===== src/ptis_map.svh =====
`ifndef PTIS_MAP_SVH
`define PTIS_MAP_SVH

// ****************************************
// Register byte addresses
// ****************************************
`define PTIS_ADDR_CTRL_PRIMARY 4'h0
`define PTIS_ADDR_CTRL_SECOND 4'h1
`define PTIS_ADDR_CTRL_THIRD 4'h2
`define PTIS_ADDR_TIMER_LOW 4'h3
`define PTIS_ADDR_TIMER_HIGH 4'h4
`define PTIS_ADDR_TIMER_CFG 4'h5
`define PTIS_ADDR_IRQ_STATUS 4'h6
`define PTIS_ADDR_IRQ_MASK 4'h7

// ****************************************
// Primary control register fields
// ****************************************
`define PTIS_P_GIE 7
`define PTIS_P_TMR_IE 5
`define PTIS_P_EXT0_IE 4
`define PTIS_P_PORT_IE 3
`define PTIS_P_TMR_IF 2
`define PTIS_P_EXT0_IF 1
`define PTIS_P_PORT_IF 0

// ****************************************
// Second control register fields
// ****************************************
`define PTIS_S_EDGE0 6
`define PTIS_S_EDGE1 5
`define PTIS_S_EDGE2 4
`define PTIS_S_TMR_IP 2
`define PTIS_S_PORT_IP 0

// ****************************************
// Third control register fields
// ****************************************
`define PTIS_T_EXT2_IP 7
`define PTIS_T_EXT1_IP 6
`define PTIS_T_EXT2_IE 4
`define PTIS_T_EXT1_IE 3
`define PTIS_T_EXT2_IF 1
`define PTIS_T_EXT1_IF 0

// ****************************************
// Timer configuration fields
// ****************************************
`define PTIS_C_RUN 7
`define PTIS_C_MODE8 6

// ****************************************
// Reset values
// ****************************************
`define PTIS_RST_PRIMARY 8'h00
`define PTIS_RST_SECOND 8'h75
`define PTIS_RST_THIRD 8'hC0
`define PTIS_RST_TCFG 8'h40
`define PTIS_RST_MASK 8'h00

// ****************************************
// Status register event bit positions
// ****************************************
`define PTIS_EV_EXT0 0
`define PTIS_EV_EXT1 1
`define PTIS_EV_EXT2 2
`define PTIS_EV_TMR 3
`define PTIS_EV_PORT 4
`define PTIS_EV_WAKE 5
`define PTIS_EV_BITS 6

`endif


===== src/ptis_pkg.sv =====
`default_nettype none
// ****************************************
// Shared types
// ****************************************
package ptis_pkg;
    // Bus slave states, Gray coded
    typedef enum logic [1:0] {
        PTIS_IDLE = 2'b00,
        PTIS_ACK = 2'b01,
        PTIS_DONE = 2'b11
    } ptis_bus_state_t;
endpackage
`default_nettype wire

===== src/ptis_irq_src.sv =====
`timescale 1ns/10ps
`default_nettype none
`include "ptis_map.svh"
module ptis_irq_src
    import ptis_pkg::*;
(
    // Clock and reset
    input wire logic sys_clk_in,
    input wire logic rst_in,
    // Avalon-MM slave
    input wire logic [3:0] avs_address_in,
    input wire logic avs_read_in,
    input wire logic avs_write_in,
    input wire logic [31:0] avs_writedata_in,
    input wire logic [3:0] avs_byteenable_in,
    output logic [31:0] avs_readdata_out,
    output logic avs_waitrequest_out,
    // Pins
    input wire logic ext_irq_line_zero_in,
    input wire logic ext_irq_line_one_in,
    input wire logic ext_irq_line_two_in,
    input wire logic [3:0] port_b_pins_in,
    // Core side
    input wire logic sleep_in,
    input wire logic timer_tick_in,
    output logic irq_high_out,
    output logic irq_low_out,
    output logic wake_out,
    output logic irq_out
);

    // ****************************************
    // Registers
    // ****************************************
    logic [7:0] ctrl_primary_r; // Enables, flags, global enable
    logic [7:0] ctrl_second_r; // Polarities and priorities
    logic [7:0] ctrl_third_r; // Line one/two bits
    logic [7:0] timer_cfg_r; // Run and 8-bit mode
    logic [7:0] timer_count_low_r; // Count low byte
    logic [7:0] timer_count_high_r; // Count high byte
    logic [`PTIS_EV_BITS-1:0] irq_status_r; // Sticky events
    logic [`PTIS_EV_BITS-1:0] irq_mask_r; // Event mask
    logic [2:0] ext_meta_r; // First sync stage
    logic [2:0] ext_sync_r; // Second sync stage
    logic [2:0] ext_prev_r; // Previous synced level
    logic [3:0] port_meta_r; // Port first stage
    logic [3:0] port_sync_r; // Port second stage
    logic [3:0] port_prev_r; // Port previous level
    logic [2:0] ext_en_at_sleep_r; // Enables latched at sleep entry
    logic sleep_prev_r; // Sleep level last cycle
    ptis_bus_state_t bus_state_r; // Bus slave state

    // ****************************************
    // Event detection
    // ****************************************
    logic [2:0] ext_pol; // Polarity per line
    logic [2:0] ext_edge; // Qualified edge per line
    logic [2:0] ext_en; // Enable per line
    logic [2:0] ext_flag; // Flag per line
    logic port_change; // Any port bit changed
    logic tmr_wrap_low; // Low byte wraps
    logic tmr_ovf; // Overflow event
    logic wake_evt; // Wake event
    logic wr_acc; // Write accepted this cycle

    assign ext_pol = {ctrl_second_r[`PTIS_S_EDGE2], ctrl_second_r[`PTIS_S_EDGE1],
                      ctrl_second_r[`PTIS_S_EDGE0]};
    // Rising when polarity is one, falling otherwise
    assign ext_edge = (ext_pol & ext_sync_r & ~ext_prev_r)
                    | (~ext_pol & ~ext_sync_r & ext_prev_r);
    assign ext_en = {ctrl_third_r[`PTIS_T_EXT2_IE], ctrl_third_r[`PTIS_T_EXT1_IE],
                     ctrl_primary_r[`PTIS_P_EXT0_IE]};
    assign ext_flag = {ctrl_third_r[`PTIS_T_EXT2_IF], ctrl_third_r[`PTIS_T_EXT1_IF],
                       ctrl_primary_r[`PTIS_P_EXT0_IF]};
    assign port_change = |(port_sync_r ^ port_prev_r);
    assign tmr_wrap_low = timer_cfg_r[`PTIS_C_RUN] & timer_tick_in & (timer_count_low_r == 8'hFF);
    // Overflow point depends on counter width
    assign tmr_ovf = tmr_wrap_low & (timer_cfg_r[`PTIS_C_MODE8]
                   | (timer_count_high_r == 8'hFF));
    // Wake only by lines enabled before sleep began
    assign wake_evt = sleep_in & sleep_prev_r
                    & |(ext_edge & ext_en_at_sleep_r);
    assign wr_acc = (bus_state_r == PTIS_ACK) & avs_write_in;

    // Write data with byte lane zero
    function automatic logic [7:0] wbyte(input logic [7:0] old);
        wbyte = avs_byteenable_in[0] ? avs_writedata_in[7:0] : old;
    endfunction

    // Address match for accepted write
    function automatic logic hit(input logic [3:0] a);
        hit = wr_acc && (avs_address_in == a);
    endfunction

    // ****************************************
    // Pin synchronisers
    // ****************************************
    always_ff @(posedge sys_clk_in) begin
        if (rst_in) begin
            ext_meta_r <= 3'h0;
            ext_sync_r <= 3'h0;
            ext_prev_r <= 3'h0;
            port_meta_r <= 4'h0;
            port_sync_r <= 4'h0;
            port_prev_r <= 4'h0;
        end else begin
            // Two stages, then previous for edge
            ext_meta_r <= {ext_irq_line_two_in, ext_irq_line_one_in, ext_irq_line_zero_in};
            ext_sync_r <= ext_meta_r;
            ext_prev_r <= ext_sync_r;
            port_meta_r <= port_b_pins_in;
            port_sync_r <= port_meta_r;
            port_prev_r <= port_sync_r;
        end
    end

    // ****************************************
    // Sleep tracking
    // ****************************************
    always_ff @(posedge sys_clk_in) begin
        if (rst_in) begin
            sleep_prev_r <= 1'b0;
            ext_en_at_sleep_r <= 3'h0;
        end else begin
            sleep_prev_r <= sleep_in;
            // Capture enables at sleep entry
            if (sleep_in && !sleep_prev_r) begin
                ext_en_at_sleep_r <= ext_en;
            end
        end
    end

    // ****************************************
    // Primary control: enables and flags
    // ****************************************
    always_ff @(posedge sys_clk_in) begin
        if (rst_in) begin
            ctrl_primary_r <= `PTIS_RST_PRIMARY;
        end else begin
            // Software write first, hardware sets win
            if (hit(`PTIS_ADDR_CTRL_PRIMARY)) begin
                ctrl_primary_r <= wbyte(ctrl_primary_r);
            end
            if (ext_edge[0]) begin
                ctrl_primary_r[`PTIS_P_EXT0_IF] <= 1'b1;
            end
            if (tmr_ovf) begin
                ctrl_primary_r[`PTIS_P_TMR_IF] <= 1'b1;
            end
            if (port_change) begin
                ctrl_primary_r[`PTIS_P_PORT_IF] <= 1'b1;
            end
        end
    end

    // ****************************************
    // Second and third control
    // ****************************************
    always_ff @(posedge sys_clk_in) begin
        if (rst_in) begin
            ctrl_second_r <= `PTIS_RST_SECOND;
            ctrl_third_r <= `PTIS_RST_THIRD;
        end else begin
            if (hit(`PTIS_ADDR_CTRL_SECOND)) begin
                ctrl_second_r <= wbyte(ctrl_second_r);
            end
            if (hit(`PTIS_ADDR_CTRL_THIRD)) begin
                ctrl_third_r <= wbyte(ctrl_third_r);
            end
            // Flags set regardless of enables
            if (ext_edge[1]) begin
                ctrl_third_r[`PTIS_T_EXT1_IF] <= 1'b1;
            end
            if (ext_edge[2]) begin
                ctrl_third_r[`PTIS_T_EXT2_IF] <= 1'b1;
            end
        end
    end

    // ****************************************
    // Timer counter
    // ****************************************
    always_ff @(posedge sys_clk_in) begin
        if (rst_in) begin
            timer_cfg_r <= `PTIS_RST_TCFG;
            timer_count_low_r <= 8'h00;
            timer_count_high_r <= 8'h00;
        end else begin
            if (hit(`PTIS_ADDR_TIMER_CFG)) begin
                timer_cfg_r <= wbyte(timer_cfg_r);
            end
            // Count on tick, writes override
            if (timer_cfg_r[`PTIS_C_RUN] && timer_tick_in) begin
                timer_count_low_r <= timer_count_low_r + 8'h01;
                if (tmr_wrap_low && !timer_cfg_r[`PTIS_C_MODE8]) begin
                    timer_count_high_r <= timer_count_high_r + 8'h01;
                end
            end
            if (hit(`PTIS_ADDR_TIMER_LOW)) begin
                timer_count_low_r <= wbyte(timer_count_low_r);
            end
            if (hit(`PTIS_ADDR_TIMER_HIGH)) begin
                timer_count_high_r <= wbyte(timer_count_high_r);
            end
        end
    end

    // ****************************************
    // Sticky status and mask
    // ****************************************
    always_ff @(posedge sys_clk_in) begin
        if (rst_in) begin
            irq_status_r <= '0;
            irq_mask_r <= '0;
        end else begin
            if (hit(`PTIS_ADDR_IRQ_MASK)) begin
                // Lane zero carries the mask bits; no lane keeps the old mask
                irq_mask_r <= avs_byteenable_in[0] ? avs_writedata_in[`PTIS_EV_BITS-1:0] : irq_mask_r;
            end
            // Write one clears, new events win
            irq_status_r <= (irq_status_r & ~(hit(`PTIS_ADDR_IRQ_STATUS) && avs_byteenable_in[0]
                            ? avs_writedata_in[`PTIS_EV_BITS-1:0] : '0))
                          | {wake_evt, port_change, tmr_ovf, ext_edge};
        end
    end

    // ****************************************
    // Request and wake outputs
    // ****************************************
    logic [4:0] req; // Flag and enable per source
    logic [4:0] prio; // Priority per source
    assign req = {ctrl_primary_r[`PTIS_P_PORT_IF] & ctrl_primary_r[`PTIS_P_PORT_IE],
                  ctrl_primary_r[`PTIS_P_TMR_IF] & ctrl_primary_r[`PTIS_P_TMR_IE],
                  ext_flag & ext_en};
    assign prio = {ctrl_second_r[`PTIS_S_PORT_IP], ctrl_second_r[`PTIS_S_TMR_IP],
                   ctrl_third_r[`PTIS_T_EXT2_IP], ctrl_third_r[`PTIS_T_EXT1_IP],
                   1'b1};

    always_ff @(posedge sys_clk_in) begin
        if (rst_in) begin
            irq_high_out <= 1'b0;
            irq_low_out <= 1'b0;
            wake_out <= 1'b0;
            irq_out <= 1'b0;
        end else begin
            // Vector request gated by global enable
            irq_high_out <= ctrl_primary_r[`PTIS_P_GIE] & |(req & prio);
            irq_low_out <= ctrl_primary_r[`PTIS_P_GIE] & |(req & ~prio);
            wake_out <= wake_evt;
            irq_out <= |(irq_status_r & irq_mask_r);
        end
    end

    // ****************************************
    // Avalon-MM slave
    // ****************************************
    always_ff @(posedge sys_clk_in) begin
        if (rst_in) begin
            bus_state_r <= PTIS_IDLE;
            avs_waitrequest_out <= 1'b1;
            avs_readdata_out <= 32'h0000_0000;
        end else begin
            case (bus_state_r)
                PTIS_IDLE: begin
                    // Request seen, release wait next
                    if (avs_read_in || avs_write_in) begin
                        bus_state_r <= PTIS_ACK;
                        avs_waitrequest_out <= 1'b0;
                        case (avs_address_in)
                            `PTIS_ADDR_CTRL_PRIMARY: avs_readdata_out <= {24'h0, ctrl_primary_r};
                            `PTIS_ADDR_CTRL_SECOND: avs_readdata_out <= {24'h0, ctrl_second_r};
                            `PTIS_ADDR_CTRL_THIRD: avs_readdata_out <= {24'h0, ctrl_third_r};
                            `PTIS_ADDR_TIMER_LOW: avs_readdata_out <= {24'h0, timer_count_low_r};
                            `PTIS_ADDR_TIMER_HIGH: avs_readdata_out <= {24'h0, timer_count_high_r};
                            `PTIS_ADDR_TIMER_CFG: avs_readdata_out <= {24'h0, timer_cfg_r};
                            `PTIS_ADDR_IRQ_STATUS: avs_readdata_out <= {26'h0, irq_status_r};
                            `PTIS_ADDR_IRQ_MASK: avs_readdata_out <= {26'h0, irq_mask_r};
                            default: avs_readdata_out <= 32'h0000_0000;
                        endcase
                    end
                end
                PTIS_ACK: begin
                    // Transfer completes this edge
                    bus_state_r <= PTIS_DONE;
                    avs_waitrequest_out <= 1'b1;
                end
                PTIS_DONE: begin
                    // One idle cycle lets master drop request
                    bus_state_r <= PTIS_IDLE;
                end
                default: begin
                    bus_state_r <= PTIS_IDLE;
                    avs_waitrequest_out <= 1'b1;
                end
            endcase
        end
    end

endmodule
`default_nettype wire


===== config.mk =====
export PLATFORM = sky130hd
export DESIGN_NAME = ptis_irq_src
export DESIGN_NICKNAME = d
export VERILOG_FILES = /design/src/ptis_pkg.sv /design/src/ptis_irq_src.sv
export VERILOG_INCLUDE_DIRS = /design/src
export SDC_FILE = /design/constraint.sdc
export NUM_CORES = 1
export LEC_CHECK = 0
export BUFFER_PORTS_ARGS = -buffer_cell sky130_fd_sc_hd__buf_4
export CORE_MARGIN = 3
export CORE_UTILIZATION = 50
export DETAILED_ROUTE_END_ITERATION = 8
export PLACE_DENSITY = 0.76
export SYNTH_ARGS = -nofsm -noshare
export SYNTH_HDL_FRONTEND = slang
export SYNTH_SLANG_ARGS = --single-unit

===== constraint.sdc =====
create_clock -name sys_clk_in -period 1.7 [get_ports sys_clk_in]
set_input_delay 0.17 -clock sys_clk_in [delete_from_list [all_inputs] [get_ports sys_clk_in]]
set_output_delay 0.17 -clock sys_clk_in [all_outputs]
set_load 0.01 [all_outputs]

# --- Word-level counts from Yosys, hierarchy flattened ---
# Index checks and enable logic that the tools add are counted.
word_totals:
  input_bits: 53
  register_bits: 124
op_classes:
  addsub: 2
  reduce_logical: 49
  muxes: 21
  eq_ne: 14
  bitwise_logic: 30
op_table:
  columns: ["cell", "n"]
  rows:
  - ["8-bit case mux with 8 select lines", 1]
  - ["8-bit 2-to-1 mux", 6]
  - ["2-bit AND reduction", 13]
  - ["2-bit nonzero test", 13]
  - ["3-bit bitwise AND", 6]
  - ["8-bit by 1-bit adder with 8-bit output, second input constant", 2]
  - ["4-bit by 3-bit equality test with 1-bit output, second input constant", 4]
  - ["8-bit equality test, second input constant", 2]
  - ["6-bit bitwise AND", 2]
  - ["1-bit logical AND", 12]
  - ["1-bit bitwise AND", 10]
  - ["5-bit bitwise AND", 2]
  - ["5-bit OR reduction", 2]
  - ["3-bit inverter", 3]
  - ["4-bit by 2-bit equality test with 1-bit output, second input constant", 2]
  - ["1-bit 2-to-1 mux", 6]
  - ["2-bit 2-to-1 mux", 3]
  - ["3-bit 2-to-1 mux", 2]
  - ["6-bit 2-to-1 mux", 1]
  - ["2-bit != test, second input constant", 3]
  - ["6-bit inverter", 1]
  - ["6-bit OR", 1]
  - ["6-bit OR reduction", 1]
  - ["5-bit inverter", 1]
  - ["other kinds (16)", 17]

# --- Longest topological paths before layout ---
# Gate-level depths: netlist of the first run.
logic_depth:
  depth_word: 8
  mapped_depth: 9

# --- Worst setup path after synthesis of the first run ---
# No wires, ideal clock.
synth_path:
  path_kind: "flip-flop to flip-flop"
  startpoint: "register timer_count_low_r[0]"
  endpoint: "register timer_count_high_r[6]"
  period_less_slack_ps: 1835
  setup_ps: 112
  n_path_buf: 0
  arrival_time_ps: 1723
  path_stages_with_launch: 7
  path_slack_ps: -135
  required_time_ps: 1588
  cell_sequence: "dfxtp_1 ha_1 nand4_4 nor4_4 and3_4 a311oi_1 a2111oi_1"
synth_via:
  elab_chain_len: 5
synth_rtl:
  columns: ["element", "line", "rtl"]
  rows:
  - ["start: declaration", "ptis_irq_src.sv:39", "logic [7:0] timer_count_low_r;"]
  - ["start signal: assignment", "ptis_irq_src.sv:194", "timer_count_low_r <= timer_count_low_r + 8'h01;"]
  - ["start signal: assignment", "ptis_irq_src.sv:200", "timer_count_low_r <= wbyte(timer_count_low_r);"]
  - ["8-bit equality test", "ptis_irq_src.sv:76", "assign tmr_wrap_low = timer_cfg_r[`PTIS_C_RUN] & timer_tick_in & (timer_count_low_r == 8'hFF);"]
  - ["1-bit bitwise AND", "ptis_irq_src.sv:76", null]
  - ["1-bit logical AND", "ptis_irq_src.sv:195", "if (tmr_wrap_low && !timer_cfg_r[`PTIS_C_MODE8]) begin"]
  - ["2-bit nonzero test (no line)", null, null]
  - ["3-bit AND reduction (no line)", null, null]
  - ["end signal: assignment", "ptis_irq_src.sv:196", "timer_count_high_r <= timer_count_high_r + 8'h01;"]
  - ["end signal: assignment", "ptis_irq_src.sv:203", "timer_count_high_r <= wbyte(timer_count_high_r);"]
  - ["end: declaration", "ptis_irq_src.sv:40", "logic [7:0] timer_count_high_r;"]
# No other way between the ends.
# A chain may end at the register's enable or synchronous reset.

# --- Final worst setup path of the first run ---
layout_path:
  startpoint: "register timer_count_low_r[1]"
  endpoint: "register timer_count_high_r[6]"
# The elaborated chain is that of the path after synthesis.

==> results of run 1 <==
==> kinds of logic after synthesis <==
group | count (synthesis) | share of synthesized area, %
DFF | 100 | 41.6
adders and majority gates | 2 | 0.520
buffers and inverters | 64 | 7.83
and+or+nand+nor | 199 | 22.3
xor gates and xnor gates | 4 | 0.729
AOI/OAI and AO/OA | 124 | 16.7
other | 1 | 0.0780
muxes | 46 | 10.2
==> flip-flops by register name (all words and copies together) (netlist names), 4 cells and up <==
signal,count
ctrl_second_r,8
timer_cfg_r,8
ctrl_third_r,8
irq_mask_r,6
irq_status_r,6
timer_count_high_r,8
port_prev_r,4
timer_count_low_r,8
port_meta_r,4
port_sync_r,4
ctrl_primary_r,8
avs_readdata_out,8
==> through the flow <==
step / util (%) / instance area (um2)
after global placement: 58.1 / 5390
after detailed placement: 58.1 / 5390
after global routing: 61.3 / 5690
after floorplan: - / 4910
final: 61.3 / 5690
after CTS: 60.9 / 5660
==> layout make-up <==
class | count | area, um2 | share of cell area, %
Sequential cell | 100 | 2010 | 35.2
Tap cell | 129 | 161 | 2.83
Multi-Input combinational cell | 399 | 2550 | 44.8
Timing Repair Buffer | 91 | 726 | 12.7
Inverter | 9 | 33.8 | 0.593
Clock buffer | 9 | 124 | 2.18
Clock inverter | 7 | 91.3 | 1.60
==> per-layer routing <==
metal / global-route usage [%] / vias up / wire, um / share of wire (%)
li1: - / 2016 / - / -
met2: 36.5 / 164 / 5830 / 46
met1: 31.2 / 1991 / 5460 / 44
met3: 4.72 / 21 / 976 / 7.8
met5: 0 / - / 0 / 0
met4: 9.59 / 0 / 276 / 2.2
==> layout by cell type (no fill, tap or decap), drive strengths merged, types with 24 or more instances in the layout <==
cell type / count
mux2i: 40
nand2: 41
nor2b: 29
a21oi: 34
conb: 24
nor2: 54
dfxtp: 100
nand3: 29
buf: 87
o21ai: 28
==> worst max-delay path: cells and delay by family (launching register included) <==
kind,cells,cell delay (ns)
simple gates,3,0.57
compound gates,2,0.43
fa+ha+maj,1,0.16
flops,1,0.37
==> how the worst max path moves through the flow <==
stage | start | endpoint | slack (ns) | cells past startpoint
after floorplan | bus_state_r[0] | irq_status_r[4] | 0.02 | 6
after CTS | bus_state_r[1] | timer_count_low_r[6] | 0.001 | 7
final | timer_count_low_r[1] | timer_count_high_r[6] | 0.05 | 6
after global routing | timer_count_low_r[1] | timer_count_high_r[6] | -0.05 | 6
after detailed placement | bus_state_r[1] | timer_count_low_r[3] | -0.09 | 7
after global placement | bus_state_r[1] | timer_count_low_r[2] | -0.06 | 6
==> timing repair <==
item,4_1_cts,5_1_grt
cloned,0,0
endpoints found under the setup margin,13,31
gates resized for setup,6,15
hold buffers,4,0
pin swaps,0,3
endpoints found under the hold margin,4,0
setup buffers,0,2
==> power by group through the flow <==
stage | clock, mW | sequential [mW] | combinational, mW
2_1_floorplan | 0 | 2.48 | 0.279
3_3_place_gp | 0 | 2.48 | 0.408
3_5_place_dp | 0 | 2.48 | 0.416
4_1_cts | 1.67 | 2.43 | 0.425
5_1_grt | 1.77 | 2.44 | 0.473
6_report | 1.64 | 2.43 | 0.434
==> results.md, run 1 <==
- Period utilization: between 90% and 100%
- Pre-antenna DRT Iters: 5
- Worst Path Max Fanout: 4
- Fill cells: 798
- Worst path cell trace: ha_4 -> nand4_4 -> nor4_4 -> and3_4 -> a311oi_1 -> a2111oi_1
- Setup violators final: 0
- Reg2Reg Capture Point: timer_count_high_r[6]
- Die W: 104 um
- Final setup margin: 0.0462 ns
- Synth cell types: 65
- Slowest cell on the critical path: dfxtp_2
- Share of total power in the clock network: between 30% and 40%
- Vias in the first global route: 3,934
- Post-synth top flop: dfxtp_1
- Fin nets: 665
- Net Sw Frac: 26.9%
- Hold_sp: port_b_pins_in[3]
- Core box area: 9280 um2
- Synth-to-layout area growth: 18.5%
- Tot Pwr: between 4 and 5 mW
- Synth top area cells: dfxtp_1 (42%), mux2i_1 (8.3%), nor2_1 (4.1%)
- Post-detail-place hpwl: just over 9000 um
- Crit path launch type: flop
- Mapped Cells: between 500 and 600
- Top-count cell post-synth: dfxtp_1
- Post-DR wirelength/cell: 16.9 um
- Synth warn: 0
- Fin. Hold Viols: 0
- Port buffer count: 38
- Worst-Margin Slew: around 0.56 ns
- Cell Area, Synth: 4810 um2
- WHS: around 0.012 ns
- Routability Congestion: 0.928
- Final TNS setup: 0 ns
- Post-synth ARST share: 0%
- DR DRC count: 0
- Status: completed
- P_int: 3.29 mW
- Sink Count: 100
- Seq pwr share: 53.9%
- Vias per cell: between 5 and 6
- Hold crit path type: input port to flop
- Unrepaired setup endpoints after global routing: true
- # IOs: 90
- Antenna Cells: 0
- TritonCTS clock tree: done
- Register area share after synthesis: 41.6%
- Die Y: 104 um
- Area leader, netlist: dfxtp_1
- Post-synth EDFFs: 0
- WHS Path Cells: 2
- Fraction of layout instances using a drive strength above 1: between 20 and 25%
- Pwr Density: about 790 nW/um2
- Starting Density: 51.8%
- Post-synthesis area per instance: 8.90 um2
- Hold path endpoint: port_meta_r[3]
- Min Tclk post-route: about 1.7 ns
- P_sw: 1.21 mW
- Slew Limit Fails: 0
- Combinational fraction of design power: 9.6%
- Routed via count: 4,192
- Worst Path Required: 1.94 ns
- FP Rows: 35
- Fmax: 0.605 GHz
- Post-synth top area share: 41.6%
- Synth cell count leaders: dfxtp_1 (100), nor2_1 (53), mux2i_1 (40), nand2_1 (39), a21oi_1 (34)
- Post-DRT Antenna Nets: 0
- Tot GR Track Use: 23.2%
- CTS max path bufs: 2
- Global-route wire length before repair: about 20,000 um
- Reg2reg path depth: 6
- Critical path class: flop to flop
- VDD IR max: ~0.00041 V
- Final cell count without fillers: ~740
- Drt initial violations: 279
- Grt total ovfl: 0
- Reg-to-reg slack, setup: ~0.046 ns
- Clk_lat worst skew: roughly 0.37 ns
- Cts bufs inserted: 9
- Final WL: between 10,000 and 15,000 um
- Slowest cell delay on critical path: approximately 0.37 ns
- CP Data Arrival Time: 1.90 ns
- Full die area: about 11,000 um2
- Leakage: 2.34 nW
- Setup Skew: 0.0103 ns
- Clock transition at the registers of the reported paths: 0.11 ns
- Placed cells: 722
- Initial antenna violation count: 0
- Worst rel slew slack: 62.5%
- Htree depth: 3
- Number of synthesized register bits: 100
- Root buffer cell: clkbuf_8
- Pre-CTS setup slack: -0.0950 ns
- Endpoint class of the critical path: flop
- RR Startpoint: timer_count_low_r[1]
- Maxcap violations: 0
- Pin count of the biggest net entering global routing: between 90 and 100
(Power assumes the default switching activity.)
==> inputs of run 2 (changes only) <==
--- a/config.mk
+++ b/config.mk
@@ -6,6 +6,7 @@
 export SDC_FILE = /design/constraint.sdc
 export NUM_CORES = 1
 export LEC_CHECK = 0
+export ABC_AREA = 1
 export BUFFER_PORTS_ARGS = -buffer_cell sky130_fd_sc_hd__buf_4
 export CORE_MARGIN = 3
 export CORE_UTILIZATION = 50
==> run 2 against run 1 <==
Effect of this change:
- routed wire length increased by 2.1%
- sequential power barely moved
- synthesized area is 3.6% higher
- non-clock buffer count is 33 lower
- sequential share of layout area rose by 0.93 points
- first-iteration DRC count rose by 64%
- clock skew up 0.0041 ns
- combinational power down 3%
- final cell count increased by 21%
- critical path depth rose by 1
- via count increased by 12%
- register-to-register slack better by 0.13 ns
- highest routed layer unchanged
==> results.md, run 2 <==
- Most common cell on crit path: nand2_1
- Setup Fix Bufs, Post-CTS: 0 (unchanged)
- Synth top area cells: dfxtp_1 (40%), nand2_1 (11%), nand3_1 (8.8%) (was dfxtp_1 (42%), mux2i_1 (8.3%), nor2_1 (4.1%))
- Core box area: 9460 um2 (was 9280 um2)
- Crit path max-delay family: flip-flops (was simple AND/OR/NAND/NOR gates)
- FP Rows: 35 (unchanged)
- Drt initial violations: 458 (was 279)
- Post-synth top flop: dfxtp_1 (unchanged)
- Port buffer count: 38 (unchanged)
- Maxcap violations: 0 (unchanged)
- Grt total ovfl: 0 (unchanged)
- Vias in the first global route: 4,185 (was 3,934)
- Post-synth ARST share: 0% (unchanged)
- CTS max path bufs: 2 (unchanged)
- Hold crit path type: input port to flop (unchanged)
- Slowest cell on the critical path: dfxtp_1 (was dfxtp_2)
- Setup Skew: 0.0144 ns (was 0.0103 ns)
- Pwr Density: 793 nW/um2 (was 791 nW/um2)
- Synth cell count leaders: nand2_1 (148), dfxtp_1 (100), nand3_1 (88), nor2_1 (87), inv_1 (76) (was dfxtp_1 (100), nor2_1 (53), mux2i_1 (40), nand2_1 (39), a21oi_1 (34))
- Full die area: 11,200 um2 (was 10,800 um2)
- Synth-to-layout area growth: 11.3% (was 18.5%)
- Status: completed (unchanged)
- Compound-Gate Fraction of Synth Area: 13.8% (was 16.7%)
- Worst path cell trace: ha_1 -> nand3_1 -> nor2_1 -> nand2_1 -> o21ai_0 -> nand2_1 -> a21oi_1 (was ha_4 -> nand4_4 -> nor4_4 -> and3_4 -> a311oi_1 -> a2111oi_1)
- Starting Density: 52.6% (was 51.8%)
- Post-synthesis area per instance: 6.86 um2 (was 8.90 um2)
- Routed via count: 4,692 (was 4,192)
- Leakage: 2.57 nW (was 2.34 nW)
- Synth cell types: 33 (was 65)
- Htree depth: 3 (unchanged)
- Period utilization: 89.6% (was 97.3%)
- Die Y: 106 um (was 104 um)
- Mapped Cells: 726 (was 540)
- Post-DRT Antenna Nets: 0 (unchanged)
- Post-synth top area share: 40.2% (was 41.6%)
- Fraction of layout instances using a drive strength above 1: 12.7% (was 21.8%)
- Clk_lat worst skew: 0.38 ns (was 0.37 ns)
- Mux cell area share after synthesis: 0% (was 10.2%)
- Cts bufs inserted: 9 (unchanged)
- Slew Limit Fails: 0 (unchanged)
- Most frequent cells in the layout: nand2_1 (147), dfxtp_1 (99), nand3_1 (88) (was dfxtp_1 (97), buf_4 (83), nor2_1 (53))
- Critical path class: flop to flop (unchanged)
- WHS: 0.0251 ns (was 0.0123 ns)
- Footprint of the multi-input gates: 2410 um2 (was 2550 um2)
- Slowest cell delay on critical path: 0.44 ns (was 0.37 ns)
- Fin nets: 821 (was 665)
- Global-route wire length before repair: 20,300 um (was 20,200 um)
- Worst Path Required: 2.00 ns (was 1.94 ns)
- Cell Area, Synth: 4980 um2 (was 4810 um2)
- Critical path buffers and inverters: 0 (unchanged)
- VDD IR max: 0.000581 V (was 0.000409 V)
- Pre-antenna DRT Iters: 6 (was 5)
- Register area: 2000 um2 (was 2010 um2)
- Xor and xnor fraction of the mapped netlist area: 0.880% (was 0.729%)
- Tot GR Track Use: 22.8% (was 23.2%)
- Fmax: 0.656 GHz (was 0.605 GHz)
- Fill cells: 893 (was 798)
- Initial antenna violation count: 0 (unchanged)
- Clock transition at the registers of the reported paths: 0.11 ns (about the same)
- # IOs: 90 (unchanged)
- Post-synth EDFFs: 0 (unchanged)
- Tot Pwr: 4.40 mW (was 4.50 mW)
- Top-count cell post-synth: nand2_1 (was dfxtp_1)
- Post-DR wirelength/cell: 14.2 um (was 16.9 um)
- Routability Congestion: 1.03 (was 0.928)
- Adder-Cell Fraction of Synth Area: 0.503% (was 0.521%)
- Root buffer cell: clkbuf_8 (unchanged)
- Post-detail-place hpwl: 9140 um (was 9060 um)
- Vias per cell: 5.21 (was 5.63)
- Synth warn: 0 (unchanged)
- Number of synthesized register bits: 100 (unchanged)
- CP Data Arrival Time: 1.83 ns (was 1.90 ns)
- DR DRC count: 0 (unchanged)
- Endpoint class of the critical path: flop (unchanged)
- Crit path launch type: flop (unchanged)
- Fin. Hold Viols: 0 (unchanged)
- Synth Area in Simple Gates: 31.5% (was 22.3%)
- Antenna Cells: 0 (unchanged)
- Pin count of the biggest net entering global routing: 46 (was 91)
- TritonCTS clock tree: done (unchanged)
- Commonest non-fill, non-tap cell in the layout: nand2_1 (was dfxtp_1)
- Register area share after synthesis: 40.2% (was 41.6%)
- Worst Path Max Fanout: 5 (was 4)
- Setup violators final: 0 (unchanged)
- Die W: 106 um (was 104 um)
- Area leader, netlist: dfxtp_1 (unchanged)
- Main combinational cell family by area after synthesis: simple AND/OR/NAND/NOR gates (unchanged)
- Final WL: 12,800 um (was 12,500 um)
- Sink Count: 100 (unchanged)
- Min Tclk post-route: 1.52 ns (was 1.65 ns)
## run 2: power by group
part	internal [mW]	switching, mW
Combinational	0.140	0.280
Sequential	2.40	0.0346
Clock	0.588	0.956
Total	3.13	1.27
## run 2: cell families after synthesis
logic type	after synthesis
buffers and inverters	133
adder cells (fa/ha/maj)	2
AO/OA/AOI/OAI	133
AND/OR/NAND/NOR	352
other	1
XOR/XNOR	5
flip-flops	100
## run 2: stage by stage
stage / setup slack, ns / setup TNS, ns / cells / util [%] / cell area, um2
6_report: 0.176 / 0 / 900 / 58.6 / 5540
3_3_place_gp: 0.124 / 0 / 877 / 55.7 / 5270
2_1_floorplan: 0.335 / 0 / 749 / - / 5060
3_5_place_dp: 0.0800 / 0 / 877 / 55.7 / 5270
5_1_grt: -0.0303 / -0.0303 / 900 / 58.6 / 5540
4_1_cts: 0.0764 / 0 / 900 / 58.5 / 5540
## run 2: final timing paths
| kind | startpoint | endpoint | slack, ns | depth (start not counted) |
|---|---|---|---|---|
| worst max-delay path | timer_count_high_r[0] | ctrl_primary_r[2] | 0.18 | 7 |
| worst min-delay path | avs_writedata_in[2] | ctrl_second_r[2] | 0.03 | 3 |
| worst max register to register | timer_count_high_r[0] | ctrl_primary_r[2] | 0.18 | 7 |
| worst min register to register | port_meta_r[0] | port_sync_r[0] | 0.41 | 2 |
## run 2: final cells by class
class                           count  share of cell area (%)
Multi-Input combinational cell    516                    43.6
Clock inverter                      7                    1.40
Tap cell                          129                    2.91
Inverter                           81                    5.55
Timing Repair Buffer               58                    8.17
Sequential cell                   100                    36.1
Clock buffer                        9                    2.24
## run 2: per-layer routing
layer	global-route usage [%]	up-vias	wire [um]
met3	4.84	37	970
met4	8.79	0	426
met1	30.2	2082	5620
li1	-	2367	-
met5	0	-	0
met2	36.5	206	5790
## run 2: what timing repair did
item                                    4_1_cts  5_1_grt
hold buffers                                  7        0
gates resized for setup                       0        3
endpoints found under the hold margin         7        0
endpoints found under the setup margin        0        8
## run 2: worst register-to-register path, delay by kind of cell (launching register included)
kind / cells / cell delay, ns
simple gates: 4 / 0.44
flops: 1 / 0.44
compound gates: 2 / 0.32
fa+ha+maj: 1 / 0.24
